## src/core/irq_status_pkg.sv

```systemverilog
// Register map, field positions and reset values of the host status block
package irq_status_pkg;
   localparam logic [7:0]  STS_OFFSET      = 8'h58;
   localparam logic [7:0]  EN_OFFSET       = 8'h5C;
   localparam logic [7:0]  LEVEL_OFFSET    = 8'h68;
   localparam int          WDOG_BIT        = 15;
   localparam int          RX_ERR_BIT      = 14;
   localparam int          TX_ERR_BIT      = 13;
   localparam int          PIN_BIT         = 12;
   localparam int          OVERRUN_BIT     = 10;
   localparam int          SPACE_BIT       = 9;
   localparam int          TX_FULL_BIT     = 8;
   localparam int          TX_LEVEL_BIT    = 7;
   localparam int          DROP_BIT        = 6;
   localparam int          RX_FULL_BIT     = 4;
   localparam int          RX_LEVEL_BIT    = 3;
   localparam int          FLAG_W          = 16;
   localparam logic [15:0] FLAG_RST        = 16'h0000;
   // Bits cleared by writing one
   localparam logic [15:0] W1C_MASK        = 16'hE7D8;
   // Bits the enable register stores (reserved 11 and 5 included)
   localparam logic [15:0] EN_MASK         = 16'hFFF8;
   localparam int          SPACE_LSB       = 24;
   localparam int          TX_LVL_LSB      = 16;
   localparam int          RX_LVL_LSB      = 0;
   localparam logic [7:0]  SPACE_LVL_RST   = 8'h48;
   localparam logic [7:0]  TX_LVL_RST      = 8'h00;
   localparam logic [7:0]  RX_LVL_RST      = 8'h00;
endpackage

```

## src/core/sticky_flags.sv

```systemverilog
// Bank of sticky write-one-to-clear flags where a set beats a clear
`timescale 1ns/100ps
module sticky_flags (
   input  wire logic        sys_clk,
   input  wire logic        rst_n,
   input  wire logic [15:0] set_vec,
   input  wire logic [15:0] clr_vec,
   output logic      [15:0] flags
);
   logic [15:0] flags_ff;
   wire  [15:0] nxt_flags = ((flags_ff & ~clr_vec) | set_vec)
                            & irq_status_pkg::W1C_MASK;

   always_ff @(posedge sys_clk or negedge rst_n) begin
      if (!rst_n) begin
         flags_ff <= irq_status_pkg::FLAG_RST;
      end else begin
         flags_ff <= nxt_flags;
      end
   end

   assign flags = flags_ff;
endmodule // sticky_flags

```

## src/core/host_fifo_mac_irq_status.sv

```systemverilog
// Host interrupt status low half: event flags, enables, levels and irq
//
// How it works
// RQ1 - Receive error event sets bit 14; host writes one to clear.
// RQ2 - Transmit error event sets bit 13; host writes one to clear.
// RQ3 - Bit 12 mirrors pending pin events, read-only.
// RQ4 - Write attempt into full transmit data FIFO sets bit 10; W1C.
// RQ5 - Bit 9 sets while free transmit space exceeds its level.
// RQ6 - Transmit status FIFO becoming full sets bit 8; W1C.
// RQ7 - Transmit status occupancy reaching its level sets bit 7; W1C.
// RQ8 - Each receive frame drop sets bit 6; W1C.
// RQ9 - Receive status FIFO becoming full sets bit 4.
// RQ10 - Receive status occupancy reaching its level sets bit 3.
// RQ11 - Tag growth of oversize untagged jumbo also sets watchdog bit 15.
// RQ12 - A flag raises irq only when its enable bit is one.
// RQ13 - Flags record events regardless of their enable bits.
// RQ14 - Transmit space level: bits 31:24, 64-byte blocks, resets 48h.
// RQ15 - Status levels at 23:16 and 7:0 in words, reset zero.
// RQ16 - Reserved status bits 11, 5, 2:0 read zero, ignore writes.
// RQ17 - Bits 9, 4 and 3 are also write-one-to-clear.
`timescale 1ns/100ps
module host_fifo_mac_irq_status (
   input  wire logic        sys_clk,
   input  wire logic        arst_n,
   input  wire logic        reg_wr,
   input  wire logic        reg_rd,
   input  wire logic [7:0]  reg_addr,
   input  wire logic [31:0] reg_wdata,
   output logic      [31:0] reg_rdata,
   output logic             irq,
   input  wire logic        rx_error_evt,
   input  wire logic        tx_error_evt,
   input  wire logic        pin_event_pending,
   input  wire logic        tx_data_wr_attempt,
   input  wire logic        tx_data_full,
   input  wire logic [7:0]  tx_data_free_blocks,
   input  wire logic        tx_status_full,
   input  wire logic [7:0]  tx_status_used,
   input  wire logic        rx_frame_drop_evt,
   input  wire logic        rx_status_full,
   input  wire logic [7:0]  rx_status_used,
   input  wire logic        rx_oversize_evt,
   input  wire logic        jumbo_tag_grow_evt
);
   logic [1:0]  rst_sync_ff;
   logic        rst_n;
   logic [31:0] rdata_ff;
   logic        irq_ff;
   logic        pin_ff;
   logic        tx_full_prev_ff;
   logic        rx_full_prev_ff;
   logic [15:0] en_ff;
   logic [7:0]  space_lvl_ff;
   logic [7:0]  tx_lvl_ff;
   logic [7:0]  rx_lvl_ff;
   logic [15:0] sticky;

   function automatic logic hit(input logic [7:0] a, input logic [7:0] o);
      hit = (a == o);
   endfunction

   // Reset release through two flops
   always_ff @(posedge sys_clk or negedge arst_n) begin
      if (!arst_n) begin
         rst_sync_ff <= 2'b00;
      end else begin
         rst_sync_ff <= {rst_sync_ff[0], 1'b1};
      end
   end
   assign rst_n = rst_sync_ff[1];

   // Address decode
   wire sts_hit   = hit(reg_addr, irq_status_pkg::STS_OFFSET);
   wire en_hit    = hit(reg_addr, irq_status_pkg::EN_OFFSET);
   wire level_hit = hit(reg_addr, irq_status_pkg::LEVEL_OFFSET);
   wire sts_wr    = reg_wr && sts_hit;
   wire en_wr     = reg_wr && en_hit;
   wire level_wr  = reg_wr && level_hit;

   // Event sources, recorded whatever the enables say
   wire overrun_evt  = tx_data_wr_attempt && tx_data_full;     // [RQ4]
   wire space_evt    = tx_data_free_blocks > space_lvl_ff;     // [RQ5]
   // Full flags fire on the rising edge of full, not while it stays
   wire tx_full_evt  = tx_status_full && !tx_full_prev_ff;     // [RQ6]
   wire tx_level_evt = tx_status_used >= tx_lvl_ff;            // [RQ7]
   wire rx_full_evt  = rx_status_full && !rx_full_prev_ff;     // [RQ9]
   wire rx_level_evt = rx_status_used >= rx_lvl_ff;            // [RQ10]
   wire watchdog_evt = rx_oversize_evt || jumbo_tag_grow_evt;  // [RQ11]

   wire [15:0] set_vec = {watchdog_evt,                        // [RQ11]
                          rx_error_evt,                        // [RQ1]
                          tx_error_evt,                        // [RQ2]
                          2'b00,
                          overrun_evt,                         // [RQ4]
                          space_evt,                           // [RQ5]
                          tx_full_evt,                         // [RQ6]
                          tx_level_evt,                        // [RQ7]
                          rx_frame_drop_evt,                   // [RQ8]
                          1'b0,
                          rx_full_evt,                         // [RQ9]
                          rx_level_evt,                        // [RQ10]
                          3'b000};                             // [RQ16]

   // Clear by writing one; non-W1C and reserved bits ignore it
   wire [15:0] clr_vec = sts_wr ? reg_wdata[15:0] : 16'h0000; // [RQ17]

   sticky_flags u_flags (
      .sys_clk (sys_clk),
      .rst_n   (rst_n),
      .set_vec (set_vec),
      .clr_vec (clr_vec),
      .flags   (sticky)
   );

   // Reserved bits fall out of W1C_MASK and read zero
   wire [15:0] pin_vec = {15'h0000, pin_ff} << irq_status_pkg::PIN_BIT;
   wire [15:0] status  = sticky | pin_vec;               // [RQ3] [RQ16]

   wire [31:0] level_word = {space_lvl_ff, tx_lvl_ff, 8'h00, rx_lvl_ff};
   wire [31:0] rd_mux = sts_hit   ? {16'h0000, status} :
                        en_hit    ? {16'h0000, en_ff}  :
                        level_hit ? level_word         : 32'h0000_0000;
   wire        nxt_irq = |(status & en_ff);                      // [RQ12]

   always_ff @(posedge sys_clk or negedge rst_n) begin
      if (!rst_n) begin
         pin_ff          <= 1'b0;
         tx_full_prev_ff <= 1'b0;
         rx_full_prev_ff <= 1'b0;
         irq_ff          <= 1'b0;
         rdata_ff        <= 32'h0000_0000;
      end else begin
         pin_ff          <= pin_event_pending;                   // [RQ3]
         tx_full_prev_ff <= tx_status_full;
         rx_full_prev_ff <= rx_status_full;
         irq_ff          <= nxt_irq;                             // [RQ12]
         rdata_ff        <= reg_rd ? rd_mux : rdata_ff;
      end
   end

   always_ff @(posedge sys_clk or negedge rst_n) begin
      if (!rst_n) begin
         en_ff <= 16'h0000;
      end else if (en_wr) begin
         en_ff <= reg_wdata[15:0] & irq_status_pkg::EN_MASK;     // [RQ12]
      end
   end

   always_ff @(posedge sys_clk or negedge rst_n) begin
      if (!rst_n) begin
         space_lvl_ff <= irq_status_pkg::SPACE_LVL_RST;          // [RQ14]
         tx_lvl_ff    <= irq_status_pkg::TX_LVL_RST;             // [RQ15]
         rx_lvl_ff    <= irq_status_pkg::RX_LVL_RST;             // [RQ15]
      end else if (level_wr) begin
         space_lvl_ff <= reg_wdata[irq_status_pkg::SPACE_LSB +: 8]; // [RQ14]
         tx_lvl_ff    <= reg_wdata[irq_status_pkg::TX_LVL_LSB +: 8]; // [RQ15]
         rx_lvl_ff    <= reg_wdata[irq_status_pkg::RX_LVL_LSB +: 8]; // [RQ15]
      end
   end

   assign reg_rdata = rdata_ff;
   assign irq       = irq_ff;

   // Host error flags: a set wins over a clear in the same cycle
   rx_err_set_a: assert property ( // [RQ1]
      @(posedge sys_clk) disable iff (!rst_n)
      rx_error_evt |=> status[irq_status_pkg::RX_ERR_BIT])
      else $error("rx error flag not set");
   rx_err_clr_a: assert property ( // [RQ1]
      @(posedge sys_clk) disable iff (!rst_n)
      (clr_vec[irq_status_pkg::RX_ERR_BIT] && !rx_error_evt)
      |=> !status[irq_status_pkg::RX_ERR_BIT])
      else $error("rx error flag not cleared");
   tx_err_set_a: assert property ( // [RQ2]
      @(posedge sys_clk) disable iff (!rst_n)
      tx_error_evt |=> status[irq_status_pkg::TX_ERR_BIT])
      else $error("tx error flag lost");
   tx_err_clr_a: assert property ( // [RQ2]
      @(posedge sys_clk) disable iff (!rst_n)
      (clr_vec[irq_status_pkg::TX_ERR_BIT] && !tx_error_evt)
      |=> !status[irq_status_pkg::TX_ERR_BIT])
      else $error("tx error flag not cleared");

   // Pin summary is a delayed copy that writes cannot touch
   pin_mirror_a: assert property ( // [RQ3]
      @(posedge sys_clk) disable iff (!rst_n)
      ##1 status[irq_status_pkg::PIN_BIT] == $past(pin_event_pending))
      else $error("pin summary wrong");
   pin_nowrite_a: assert property ( // [RQ3]
      @(posedge sys_clk) disable iff (!rst_n)
      (clr_vec[irq_status_pkg::PIN_BIT] && pin_event_pending)
      |=> status[irq_status_pkg::PIN_BIT])
      else $error("pin summary cleared by write");

   // Transmit data FIFO flags
   overrun_set_a: assert property ( // [RQ4]
      @(posedge sys_clk) disable iff (!rst_n)
      (tx_data_wr_attempt && tx_data_full) |=> status[10])
      else $error("overrun not flagged");
   overrun_clr_a: assert property ( // [RQ4]
      @(posedge sys_clk) disable iff (!rst_n)
      (clr_vec[irq_status_pkg::OVERRUN_BIT] && !overrun_evt)
      |=> !status[irq_status_pkg::OVERRUN_BIT])
      else $error("overrun flag not cleared");
   space_set_a: assert property ( // [RQ5]
      @(posedge sys_clk) disable iff (!rst_n)
      (tx_data_free_blocks > space_lvl_ff) |=> status[9])
      else $error("space flag not set");
   space_clr_a: assert property ( // [RQ17]
      @(posedge sys_clk) disable iff (!rst_n)
      (clr_vec[irq_status_pkg::SPACE_BIT] && !space_evt)
      |=> !status[irq_status_pkg::SPACE_BIT])
      else $error("space flag not cleared");

   // Transmit status FIFO flags
   tx_full_edge_a: assert property ( // [RQ6]
      @(posedge sys_clk) disable iff (!rst_n)
      (tx_status_full && !tx_full_prev_ff) |=> status[8])
      else $error("tx status full missed");
   tx_full_clr_a: assert property ( // [RQ6]
      @(posedge sys_clk) disable iff (!rst_n)
      (clr_vec[irq_status_pkg::TX_FULL_BIT] && !tx_full_evt)
      |=> !status[irq_status_pkg::TX_FULL_BIT])
      else $error("tx status full not cleared");
   tx_level_set_a: assert property ( // [RQ7]
      @(posedge sys_clk) disable iff (!rst_n)
      (tx_status_used >= tx_lvl_ff) |=> status[7])
      else $error("tx status level missed");
   tx_level_clr_a: assert property ( // [RQ7]
      @(posedge sys_clk) disable iff (!rst_n)
      (clr_vec[irq_status_pkg::TX_LEVEL_BIT] && !tx_level_evt)
      |=> !status[irq_status_pkg::TX_LEVEL_BIT])
      else $error("tx status level not cleared");

   // Receive side flags and the watchdog bit
   drop_set_a: assert property ( // [RQ8]
      @(posedge sys_clk) disable iff (!rst_n)
      rx_frame_drop_evt |=> status[irq_status_pkg::DROP_BIT])
      else $error("drop missed");
   drop_clr_a: assert property ( // [RQ8]
      @(posedge sys_clk) disable iff (!rst_n)
      (clr_vec[irq_status_pkg::DROP_BIT] && !rx_frame_drop_evt)
      |=> !status[irq_status_pkg::DROP_BIT])
      else $error("drop flag not cleared");
   rx_full_edge_a: assert property ( // [RQ9]
      @(posedge sys_clk) disable iff (!rst_n)
      (rx_status_full && !rx_full_prev_ff) |=> status[4])
      else $error("rx status full missed");
   rx_full_clr_a: assert property ( // [RQ17]
      @(posedge sys_clk) disable iff (!rst_n)
      (clr_vec[irq_status_pkg::RX_FULL_BIT] && !rx_full_evt)
      |=> !status[irq_status_pkg::RX_FULL_BIT])
      else $error("rx status full not cleared");
   rx_level_set_a: assert property ( // [RQ10]
      @(posedge sys_clk) disable iff (!rst_n)
      (rx_status_used >= rx_lvl_ff) |=> status[3])
      else $error("rx status level missed");
   rx_level_clr_a: assert property ( // [RQ17]
      @(posedge sys_clk) disable iff (!rst_n)
      (clr_vec[irq_status_pkg::RX_LEVEL_BIT] && !rx_level_evt)
      |=> !status[irq_status_pkg::RX_LEVEL_BIT])
      else $error("rx level flag not cleared");
   wdog_jumbo_a: assert property ( // [RQ11]
      @(posedge sys_clk) disable iff (!rst_n)
      jumbo_tag_grow_evt |=> status[irq_status_pkg::WDOG_BIT])
      else $error("jumbo tag case missed");
   wdog_clr_a: assert property ( // [RQ11]
      @(posedge sys_clk) disable iff (!rst_n)
      (clr_vec[irq_status_pkg::WDOG_BIT] && !watchdog_evt)
      |=> !status[irq_status_pkg::WDOG_BIT])
      else $error("watchdog flag not cleared");

   // Interrupt request and enables
   irq_gate_a: assert property ( // [RQ12]
      @(posedge sys_clk) disable iff (!rst_n)
      ##1 irq == $past(|(status & en_ff)))
      else $error("irq does not follow enabled flags");
   irq_quiet_a: assert property ( // [RQ12]
      @(posedge sys_clk) disable iff (!rst_n)
      (en_ff == 16'h0000) |=> !irq)
      else $error("irq raised with all enables off");
   masked_rec_a: assert property ( // [RQ13]
      @(posedge sys_clk) disable iff (!rst_n)
      (rx_error_evt && !en_ff[14]) |=> status[14])
      else $error("masked event not recorded");
   enable_mask_a: assert property ( // [RQ12]
      @(posedge sys_clk) disable iff (!rst_n)
      (en_ff & ~irq_status_pkg::EN_MASK) == 16'h0000)
      else $error("unstored enable bit set");
   enable_write_a: assert property ( // [RQ12]
      @(posedge sys_clk) disable iff (!rst_n)
      en_wr |=> en_ff ==
      ($past(reg_wdata[15:0]) & irq_status_pkg::EN_MASK))
      else $error("enable write lost");

   // Level register and reserved bits
   lvl_reset_a: assert property ( // [RQ14]
      @(posedge sys_clk) disable iff (!rst_n)
      $rose(rst_n) |-> space_lvl_ff == irq_status_pkg::SPACE_LVL_RST
      && tx_lvl_ff == irq_status_pkg::TX_LVL_RST
      && rx_lvl_ff == irq_status_pkg::RX_LVL_RST)
      else $error("level reset values wrong");
   lvl_write_a: assert property ( // [RQ15]
      @(posedge sys_clk) disable iff (!rst_n)
      level_wr |=> tx_lvl_ff ==
      $past(reg_wdata[irq_status_pkg::TX_LVL_LSB +: 8]))
      else $error("tx status level write lost");
   reserved_a: assert property ( // [RQ16]
      @(posedge sys_clk) disable iff (!rst_n)
      status[11] == 1'b0 && status[5] == 1'b0 && status[2:0] == 3'b000)
      else $error("reserved status bit set");
   unmapped_rd_a: assert property ( // [RQ16]
      @(posedge sys_clk) disable iff (!rst_n)
      (reg_rd && !sts_hit && !en_hit && !level_hit) |=> reg_rdata == 32'h0)
      else $error("unmapped read not zero");
   level_gap_a: assert property ( // [RQ15]
      @(posedge sys_clk) disable iff (!rst_n)
      (reg_rd && level_hit) |=> reg_rdata[15:8] == 8'h00)
      else $error("unused level bits not zero");
endmodule // host_fifo_mac_irq_status

```

## config.mk

```make
export PLATFORM = sky130hd
export DESIGN_NAME = host_fifo_mac_irq_status
export DESIGN_NICKNAME = d
export VERILOG_FILES = /design/src/core/irq_status_pkg.sv /design/src/core/sticky_flags.sv /design/src/core/host_fifo_mac_irq_status.sv
export SDC_FILE = /design/constraint.sdc
export NUM_CORES = 1
export LEC_CHECK = 0
export ABC_AREA = 0
export BUFFER_PORTS_ARGS = -buffer_cell sky130_fd_sc_hd__buf_2
export CAP_MARGIN = 20
export CORE_MARGIN = 2
export CORE_UTILIZATION = 37
export DETAILED_ROUTE_END_ITERATION = 10
export PLACE_DENSITY = 0.65
export RECOVER_POWER = 25
export SLEW_MARGIN = 20
export SYNTH_ARGS = -nofsm -noshare
export SYNTH_HDL_FRONTEND = slang
export SYNTH_SLANG_ARGS = --single-unit
```

## constraint.sdc

```tcl
create_clock -name sys_clk -period 2.7 [get_ports sys_clk]
set_input_delay 0.54 -clock sys_clk [delete_from_list [all_inputs] [get_ports sys_clk]]
set_output_delay 0.54 -clock sys_clk [all_outputs]
set_load 0.01 [all_outputs]
```

==> results_tabular.tex, run 1 <==
\begin{tabular}{lr}
\hline
Metric & Value \\
\hline
\multicolumn{2}{l}{\textbf{Floorplan}} \\
Overall die area & approximately 12,000 µm² \\
Vert. Die Dim & between 100 and 150 µm \\
Total core area & 10,400 µm² \\
Total number of placement rows & 37 \\
Number of top-level design ports & 111 \\
DIE WIDTH & between 100 and 150 µm \\
Effective utilization at floorplan & 0.384 \\
\multicolumn{2}{l}{\textbf{Timing}} \\
Setup repair after global routing missed its margin & false \\
Worst setup skew after layout & 0.00765 ns \\
Final setup vio count & 0 \\
Sum of negative setup slack & 0 ns \\
Transition at the pin with the smallest max-transition slack & 0.691 ns \\
Crit path time final & 1.96 ns \\
Final Hold Fails & 0 \\
Fin crit share & 0.726 \\
Achievable frequency & 0.510 GHz \\
Final Max Tran Viols & 0 \\
Headroom to the max-slew limit & 0.540 \\
\multicolumn{2}{l}{\textbf{Worst setup path}} \\
Flop2flop setup slack & 0.94 ns \\
Category of the most critical setup path & in2reg \\
CP delay by family, top & simple AND/OR/NAND/NOR gates \\
Critical R2R Launch & space\_lvl\_ff[6]\$\_DFFE\_PN1P\_ \\
Worst setup EP type & register \\
Ordered list of cells on the worst path & buf\_2 -> or3b\_4 -> or4\_4 -> mux2\_4 \\
Count of buffering cells on the critical path with inverters included & 1 \\
Data arrival time of the worst path & approximately 2.2 ns \\
Critical Path Slowest Stage Cell & or4\_4 \\
Depth of the worst register-to-register path & 5 \\
Element type at the critical path start & primary input \\
Required time of the worst setup path & 2.95 ns \\
Worst-path maximum fanout & 24 \\
Crit path largest cell delay & 0.74 ns \\
Number of gates on the worst path with buffers counted & 4 \\
Reg2reg end & u\_flags.flags[9]\$\_DFF\_PN0\_ \\
\multicolumn{2}{l}{\textbf{Logic synthesis}} \\
Net count after synthesis & 407 \\
Cell with the most instances after synthesis & dfrtp\_1 \\
Yosys top cell by area & dfrtp\_1 \\
Count of state elements after synthesis & 85 \\
Ys async rst share & 1.00 \\
Post-synthesis sequential area ratio & 0.532 \\
Top area cells in the synthesized netlist & dfrtp\_1 52\%, ha\_1 7.5\%, mux2\_4 7.5\% \\
Cell area after synthesis & 4000 µm² \\
Area share of the largest cell type after synthesis & 0.519 \\
Post-synthesis cell type count & 45 \\
Number of warning messages in the yosys log & 0 \\
Main synth FF type & dfrtp\_1 \\
EDFF count, synth & 0 \\
Per-instance average area after synthesis & approximately 13 µm² \\
Most instantiated cells after synthesis & 83 x dfrtp\_1, 29 x inv\_1, 24 x a22o\_1, 24 x ha\_1, 20 x mux2\_4 \\
Post-Synthesis Cells & 305 \\
\multicolumn{2}{l}{\textbf{Placed design}} \\
HPWL Detailed & 6550 µm \\
Total instance count after detailed placement & about 550 \\
Final GP Congestion & 0.757 \\
Placement Cell Area & between 4000 and 5000 µm² \\
Count of input and output buffers & 110 \\
\multicolumn{2}{l}{\textbf{Clocking}} \\
Worst-path clk slew & 0.08 ns \\
Clock tree root driver cell & clkbuf\_8 \\
Post\_cts resized & 0 \\
Number of buffers inserted during clock tree synthesis & 9 \\
TritonCTS clock tree & yes \\
CTS H-tree depth & 3 \\
Clock latency on the worst-skew pair & between 0.3 and 0.4 ns \\
Clock tree buffer depth & 2 \\
Count of clock tree sinks & 85 \\
\multicolumn{2}{l}{\textbf{Cells and area}} \\
Area of the multi-input gates & 1690 µm² \\
Area of all placed cells without fillers & 4910 µm² \\
Ratio of cells with drive above 1 in the final layout & 0.406 \\
Post-layout instance count excluding filler cells & 562 \\
Sequential standard cell area & $\sim$2100 µm² \\
Antenna Diode Count & 0 \\
Layout-stage area growth over the synthesis result & 22.6\% \\
Total number of nets in the final design & 523 \\
Filler cell count in the final layout & 984 \\
\multicolumn{2}{l}{\textbf{GRT}} \\
Total congestion overflow after global routing & 0 \\
Total routing usage reported by global routing & 0.166 \\
Vias in the first global route & about 3k \\
Initial antenna violation count & 0 \\
Global-route wire length before repair & roughly 15,000 µm \\
Pin count of the biggest net entering global routing & 53 \\
\multicolumn{2}{l}{\textbf{Route}} \\
Antenna viol nets, final & 0 \\
DRC marker count from the first detailed-route iteration & 79 \\
Vias after detailed routing & 2,841 \\
Remaining routing DRC violations & 0 \\
Post-detailed-routing wire length & 8970 µm \\
Routed via count divided by cell count & just over 5 \\
Drt first pass iters & 4 \\
Post-DR wirelength/cell & 16.0 µm \\
\multicolumn{2}{l}{\textbf{Min path}} \\
Type of the worst min-delay path & in2reg \\
Hold Path End & pin\_ff\$\_DFF\_PN0\_ \\
Worst hold start & pin\_event\_pending \\
Number of cells on the worst hold path & 1 \\
\multicolumn{2}{l}{\textbf{Power and ir drop}} \\
Share of total power in sequential cells & 0.543 \\
Ratio of total power to cell area & 507 nW/µm² \\
Net load switching power & $\sim$600 µW \\
Internal power & 1890 µW \\
Share of power burned in combinational logic & 0.096 \\
Clock network fraction of design power & 0.361 \\
Maximum vdd drop & 0.000249 V \\
Leak & 0.00255 µW \\
Switching part of the total & 0.240 \\
\multicolumn{2}{l}{\textbf{Outcome}} \\
Run status & complete, no violations \\
\multicolumn{2}{l}{\textbf{Flow run}} \\
Maximum capacitance violations & 0 \\
\hline
\end{tabular}
-- what timing repair did --
action                                 CTS  global route
endpoints found under the hold margin    2             0
hold buffers                             1             0
setup buffers                            0             0
-- worst register-to-register path, cell delays in order, from the launching register on --
cell	delay (ns)
dfstp_2	0.55
inv_1	0.04
ha_1	0.27
and4_1	0.21
or3_1	0.34
a32o_1	0.25
-- power groups by stage --
stage | Sequential [µW] | Combinational [µW] | Clock (µW)
CTS | 1350 | 245 | 939
detailed placement | 1370 | 242 | 0
floorplan | 1370 | 124 | 0
global placement | 1370 | 233 | 0
finish | 1350 | 240 | 897
global route | 1360 | 274 | 995
-- area by class of cell --
| class | count | share of cell area |
|---|---|---|
| Sequential cell | 85 | 0.435 |
| Multi-Input combinational cell | 179 | 0.344 |
| Timing Repair Buffer | 117 | 0.125 |
| Tap cell | 136 | 0.0347 |
| Clock buffer | 12 | 0.0296 |
| Inverter | 29 | 0.0222 |
| Clock inverter | 4 | 0.00969 |
-- flip-flops by register name, summed over array words and instances (netlist names) --
register	flops
reg_rdata	32
en_ff	13
u_flags.flags	10
rx_lvl_ff	8
space_lvl_ff	8
tx_lvl_ff	8
rst_sync_ff	2
irq	1
pin_ff	1
rx_full_prev_ff	1
tx_full_prev_ff	1
-- per-layer routing --
metal	track usage	up-vias	wire, µm
met4	0.0806	0	220
met5	0	-	0
li1	-	1350	-
met2	0.250	88	3950
met3	0.0301	16	429
met1	0.231	1387	4380
-- stage by stage --
stage                     hold WS, ns  utilization  power, µW  setup slack (ns)
after floorplan                 0.244            -       1500             0.161
after global placement          0.326        0.452       1610             0.402
after detailed placement        0.330        0.452       1620             0.368
after CTS                       0.257        0.471       2530             0.764
after global routing            0.259        0.471       2630             0.727
final                           0.284        0.471       2490             0.740
-- cells in the final DEF, fill, tap and decap left out, types with 2 or more instances in the layout --
cell and instances:
o21ai_0 6, or3_1 2, inv_1 29, ha_1 24, a32o_1 2, clkbuf_1 5
mux2_2 17, a221oi_1 3, o21bai_1 2, mux2i_1 11, o2bb2ai_1 7, a21oi_1 5
dfstp_2 2, a21o_1 5, a22o_1 24, nand2b_1 4, clkbuf_8 10, mux2_4 20
o221ai_1 2, and3_1 3, dfrtp_1 82, buf_2 107, a22oi_1 6, buf_4 5
o21a_1 2, clkinv_2 2, nand2_1 14
-- worst max-delay path by stage --
stage                                  start                          end
finish                           reg_addr[1]     rx_lvl_ff[5]$_DFFE_PN0P_
global route                     reg_addr[1]  space_lvl_ff[5]$_DFFE_PN0P_
CTS                              reg_addr[1]  space_lvl_ff[5]$_DFFE_PN0P_
detailed placement               reg_addr[1]  space_lvl_ff[5]$_DFFE_PN0P_
global placement                 reg_addr[1]     tx_lvl_ff[6]$_DFFE_PN0P_
floorplan           rst_sync_ff[1]$_DFF_PN0_        en_ff[10]$_DFFE_PN0P_
-- logic make-up after synthesis --
logic type	share of synthesized area
adder cells (fa/ha/maj)	0.0750
AND/OR/NAND/NOR	0.0588
other	0.000937
flip-flops	0.532
multiplexers	0.150
AO/OA/AOI/OAI	0.134
buffers and inverters	0.0485
No activity file was read; power rests on OpenSTA's default activity.
==> inputs of run 2 (changes only) <==
- PLACE_DENSITY: 0.65 -> 0.63
- clock period: 2.7 -> 1.9 ns (I/O delays scaled with it)
==> results_tabular.tex, run 2 (synthesis gave the netlist of run 1 again) <==
\begin{tabular}{lr}
\hline
Metric & Value \\
\hline
\multicolumn{2}{l}{\textbf{Outcome}} \\
Run status & complete, no violations \\
\multicolumn{2}{l}{\textbf{Clocking}} \\
CTS Hold Bufs & 1 \\
Number of buffers inserted during clock tree synthesis & 9 \\
Post\_cts resized & 0 \\
Post-CTS Setup Bufs & 0 \\
Clock tree root driver cell & clkbuf\_8 \\
CTS H-tree depth & 3 \\
Clock tree buffer depth & 2 \\
TritonCTS clock tree & yes \\
Clock latency on the worst-skew pair & 0.35 ns \\
Worst-path clk slew & 0.08 ns \\
Count of clock tree sinks & 85 \\
\multicolumn{2}{l}{\textbf{Cells and area}} \\
Filler cell count in the final layout & 971 \\
Commonest non-fill, non-tap cells in the layout & 107 x buf\_2, 83 x dfrtp\_1, 29 x inv\_1 \\
Total number of nets in the final design & 533 \\
Fraction of the core area covered by cells at the end of the flow & 0.482 \\
Layout-stage area growth over the synthesis result & 25.4\% \\
Max FFs per register & 32 \\
Post-layout instance count excluding filler cells & 572 \\
Antenna Diode Count & 0 \\
Area of all placed cells without fillers & 5020 µm² \\
Most common cell after layout, fill and taps aside & buf\_2 \\
Ratio of cells with drive above 1 in the final layout & 0.420 \\
\multicolumn{2}{l}{\textbf{Worst setup path}} \\
Critical Path Slowest Stage Cell & dfstp\_2 \\
CP delay by family, top & flip-flops \\
Category of the most critical setup path & reg2reg \\
Required time of the worst setup path & 2.14 ns \\
Worst setup EP type & register \\
Data arrival time of the worst path & 2.04 ns \\
Count of buffering cells on the critical path with inverters included & 1 \\
Ordered list of cells on the worst path & inv\_1 -> ha\_1 -> a211oi\_1 -> nor2\_1 -> or3\_1 -> a32o\_1 \\
Element type at the critical path start & register \\
Crit path largest cell delay & 0.56 ns \\
Worst-path maximum fanout & 3 \\
\multicolumn{2}{l}{\textbf{Floorplan}} \\
Number of top-level design ports & between 100 and 150 \\
Overall die area & between 10,000 and 15,000 µm² \\
Vert. Die Dim & 108 µm \\
DIE WIDTH & 108 µm \\
Total number of placement rows & 37 \\
Effective utilization at floorplan & 0.384 \\
Total core area & 10,400 µm² \\
\multicolumn{2}{l}{\textbf{Power and ir drop}} \\
Leak & approximately 0.0026 µW \\
Net load switching power & around 860 µW \\
Share of total power in sequential cells & 0.513 \\
Share of power burned in combinational logic & 0.097 \\
Clock network fraction of design power & 0.390 \\
Maximum vdd drop & between 0.0003 and 0.0004 V \\
Switching part of the total & 0.231 \\
Ratio of total power to cell area & 739 nW/µm² \\
Total power & 3710 µW \\
Internal power & 2850 µW \\
\multicolumn{2}{l}{\textbf{GRT}} \\
Vias in the first global route & around 3.1k \\
Pin count of the biggest net entering global routing & 26 \\
Total congestion overflow after global routing & 0 \\
Initial antenna violation count & 0 \\
Total routing usage reported by global routing & 0.172 \\
Global-route wire length before repair & 15,200 µm \\
\multicolumn{2}{l}{\textbf{Timing}} \\
Final setup vio count & 0 \\
Worst setup skew after layout & 0.00710 ns \\
Setup repair after global routing missed its margin & false \\
Post-route worst setup slack & 0.0977 ns \\
Transition at the pin with the smallest max-transition slack & roughly 0.6 ns \\
Final Hold Fails & 0 \\
Headroom to the max-slew limit & 0.589 \\
Achievable frequency & 0.555 GHz \\
Final Max Tran Viols & 0 \\
Fin crit share & 0.949 \\
Crit path time final & about 1.8 ns \\
\multicolumn{2}{l}{\textbf{Route}} \\
Routed via count divided by cell count & 4.98 \\
Remaining routing DRC violations & 0 \\
Post-DR wirelength/cell & 16.4 µm \\
Antenna viol nets, final & 0 \\
Vias after detailed routing & approximately 2.8k \\
Drt first pass iters & 4 \\
DRC marker count from the first detailed-route iteration & 64 \\
Post-detailed-routing wire length & between 9000 and 10,000 µm \\
\multicolumn{2}{l}{\textbf{Flow run}} \\
Maximum capacitance violations & 0 \\
\multicolumn{2}{l}{\textbf{Placed design}} \\
Total instance count after detailed placement & 555 \\
HPWL Detailed & 7180 µm \\
DP Worst Slack & -0.144 ns \\
Final GP Congestion & 0.790 \\
Placement Cell Area & 4800 µm² \\
Count of input and output buffers & 110 \\
\multicolumn{2}{l}{\textbf{Min path}} \\
Type of the worst min-delay path & in2reg \\
\hline
\end{tabular}
-- run 2: routing by layer --
metal	vias up	track usage	part of all wire
li1	1362	-	-
met1	1402	0.226	0.46
met2	72	0.275	0.47
met3	12	0.0374	0.047
met4	0	0.0742	0.018
met5	-	0	0
-- run 2: path summary, 6_finish.rpt --
check                                              endpoint  cells past startpoint  slack [ns]                   startpoint
worst min register to register   u_flags.flags[7]$_DFF_PN0_                      0        0.26     rst_sync_ff[1]$_DFF_PN0_
worst max-delay path             u_flags.flags[9]$_DFF_PN0_                      6         0.1  space_lvl_ff[6]$_DFFE_PN1P_
worst min-delay path                       pin_ff$_DFF_PN0_                      1        0.13            pin_event_pending
worst max register to register   u_flags.flags[9]$_DFF_PN0_                      6         0.1  space_lvl_ff[6]$_DFFE_PN1P_
max in group asynchronous       space_lvl_ff[7]$_DFFE_PN0P_                      1        0.64     rst_sync_ff[1]$_DFF_PN0_
min in group asynchronous        u_flags.flags[7]$_DFF_PN0_                      0        0.26     rst_sync_ff[1]$_DFF_PN0_
-- run 2: power by group through the flow --
stage	Sequential (µW)	Clock, µW	Combinational [µW]
floorplan	1950	0	177
global placement	1940	0	352
detailed placement	1940	0	366
CTS	1900	1490	369
global route	1910	1580	408
finish	1900	1450	359
-- run 2: stage by stage --
step           setup TNS, ns  hold WS, ns
2_1_floorplan         -0.675       0.0844
3_5_place_dp           -3.07        0.168
5_1_grt                    0        0.103
3_3_place_gp           -2.79        0.165
6_report                   0        0.128
4_1_cts                    0        0.107
-- run 2: layout make-up --
cell class                 instances  area (µm²)  share of cell area
tap                              136         170              0.0339
multi-input combinational        179        1690               0.336
clock inverter                     4        70.1              0.0140
timing repair buffer             127         697               0.139
clock buffer                      12         155              0.0309
inverter                          29         109              0.0217
sequential                        85        2130               0.424
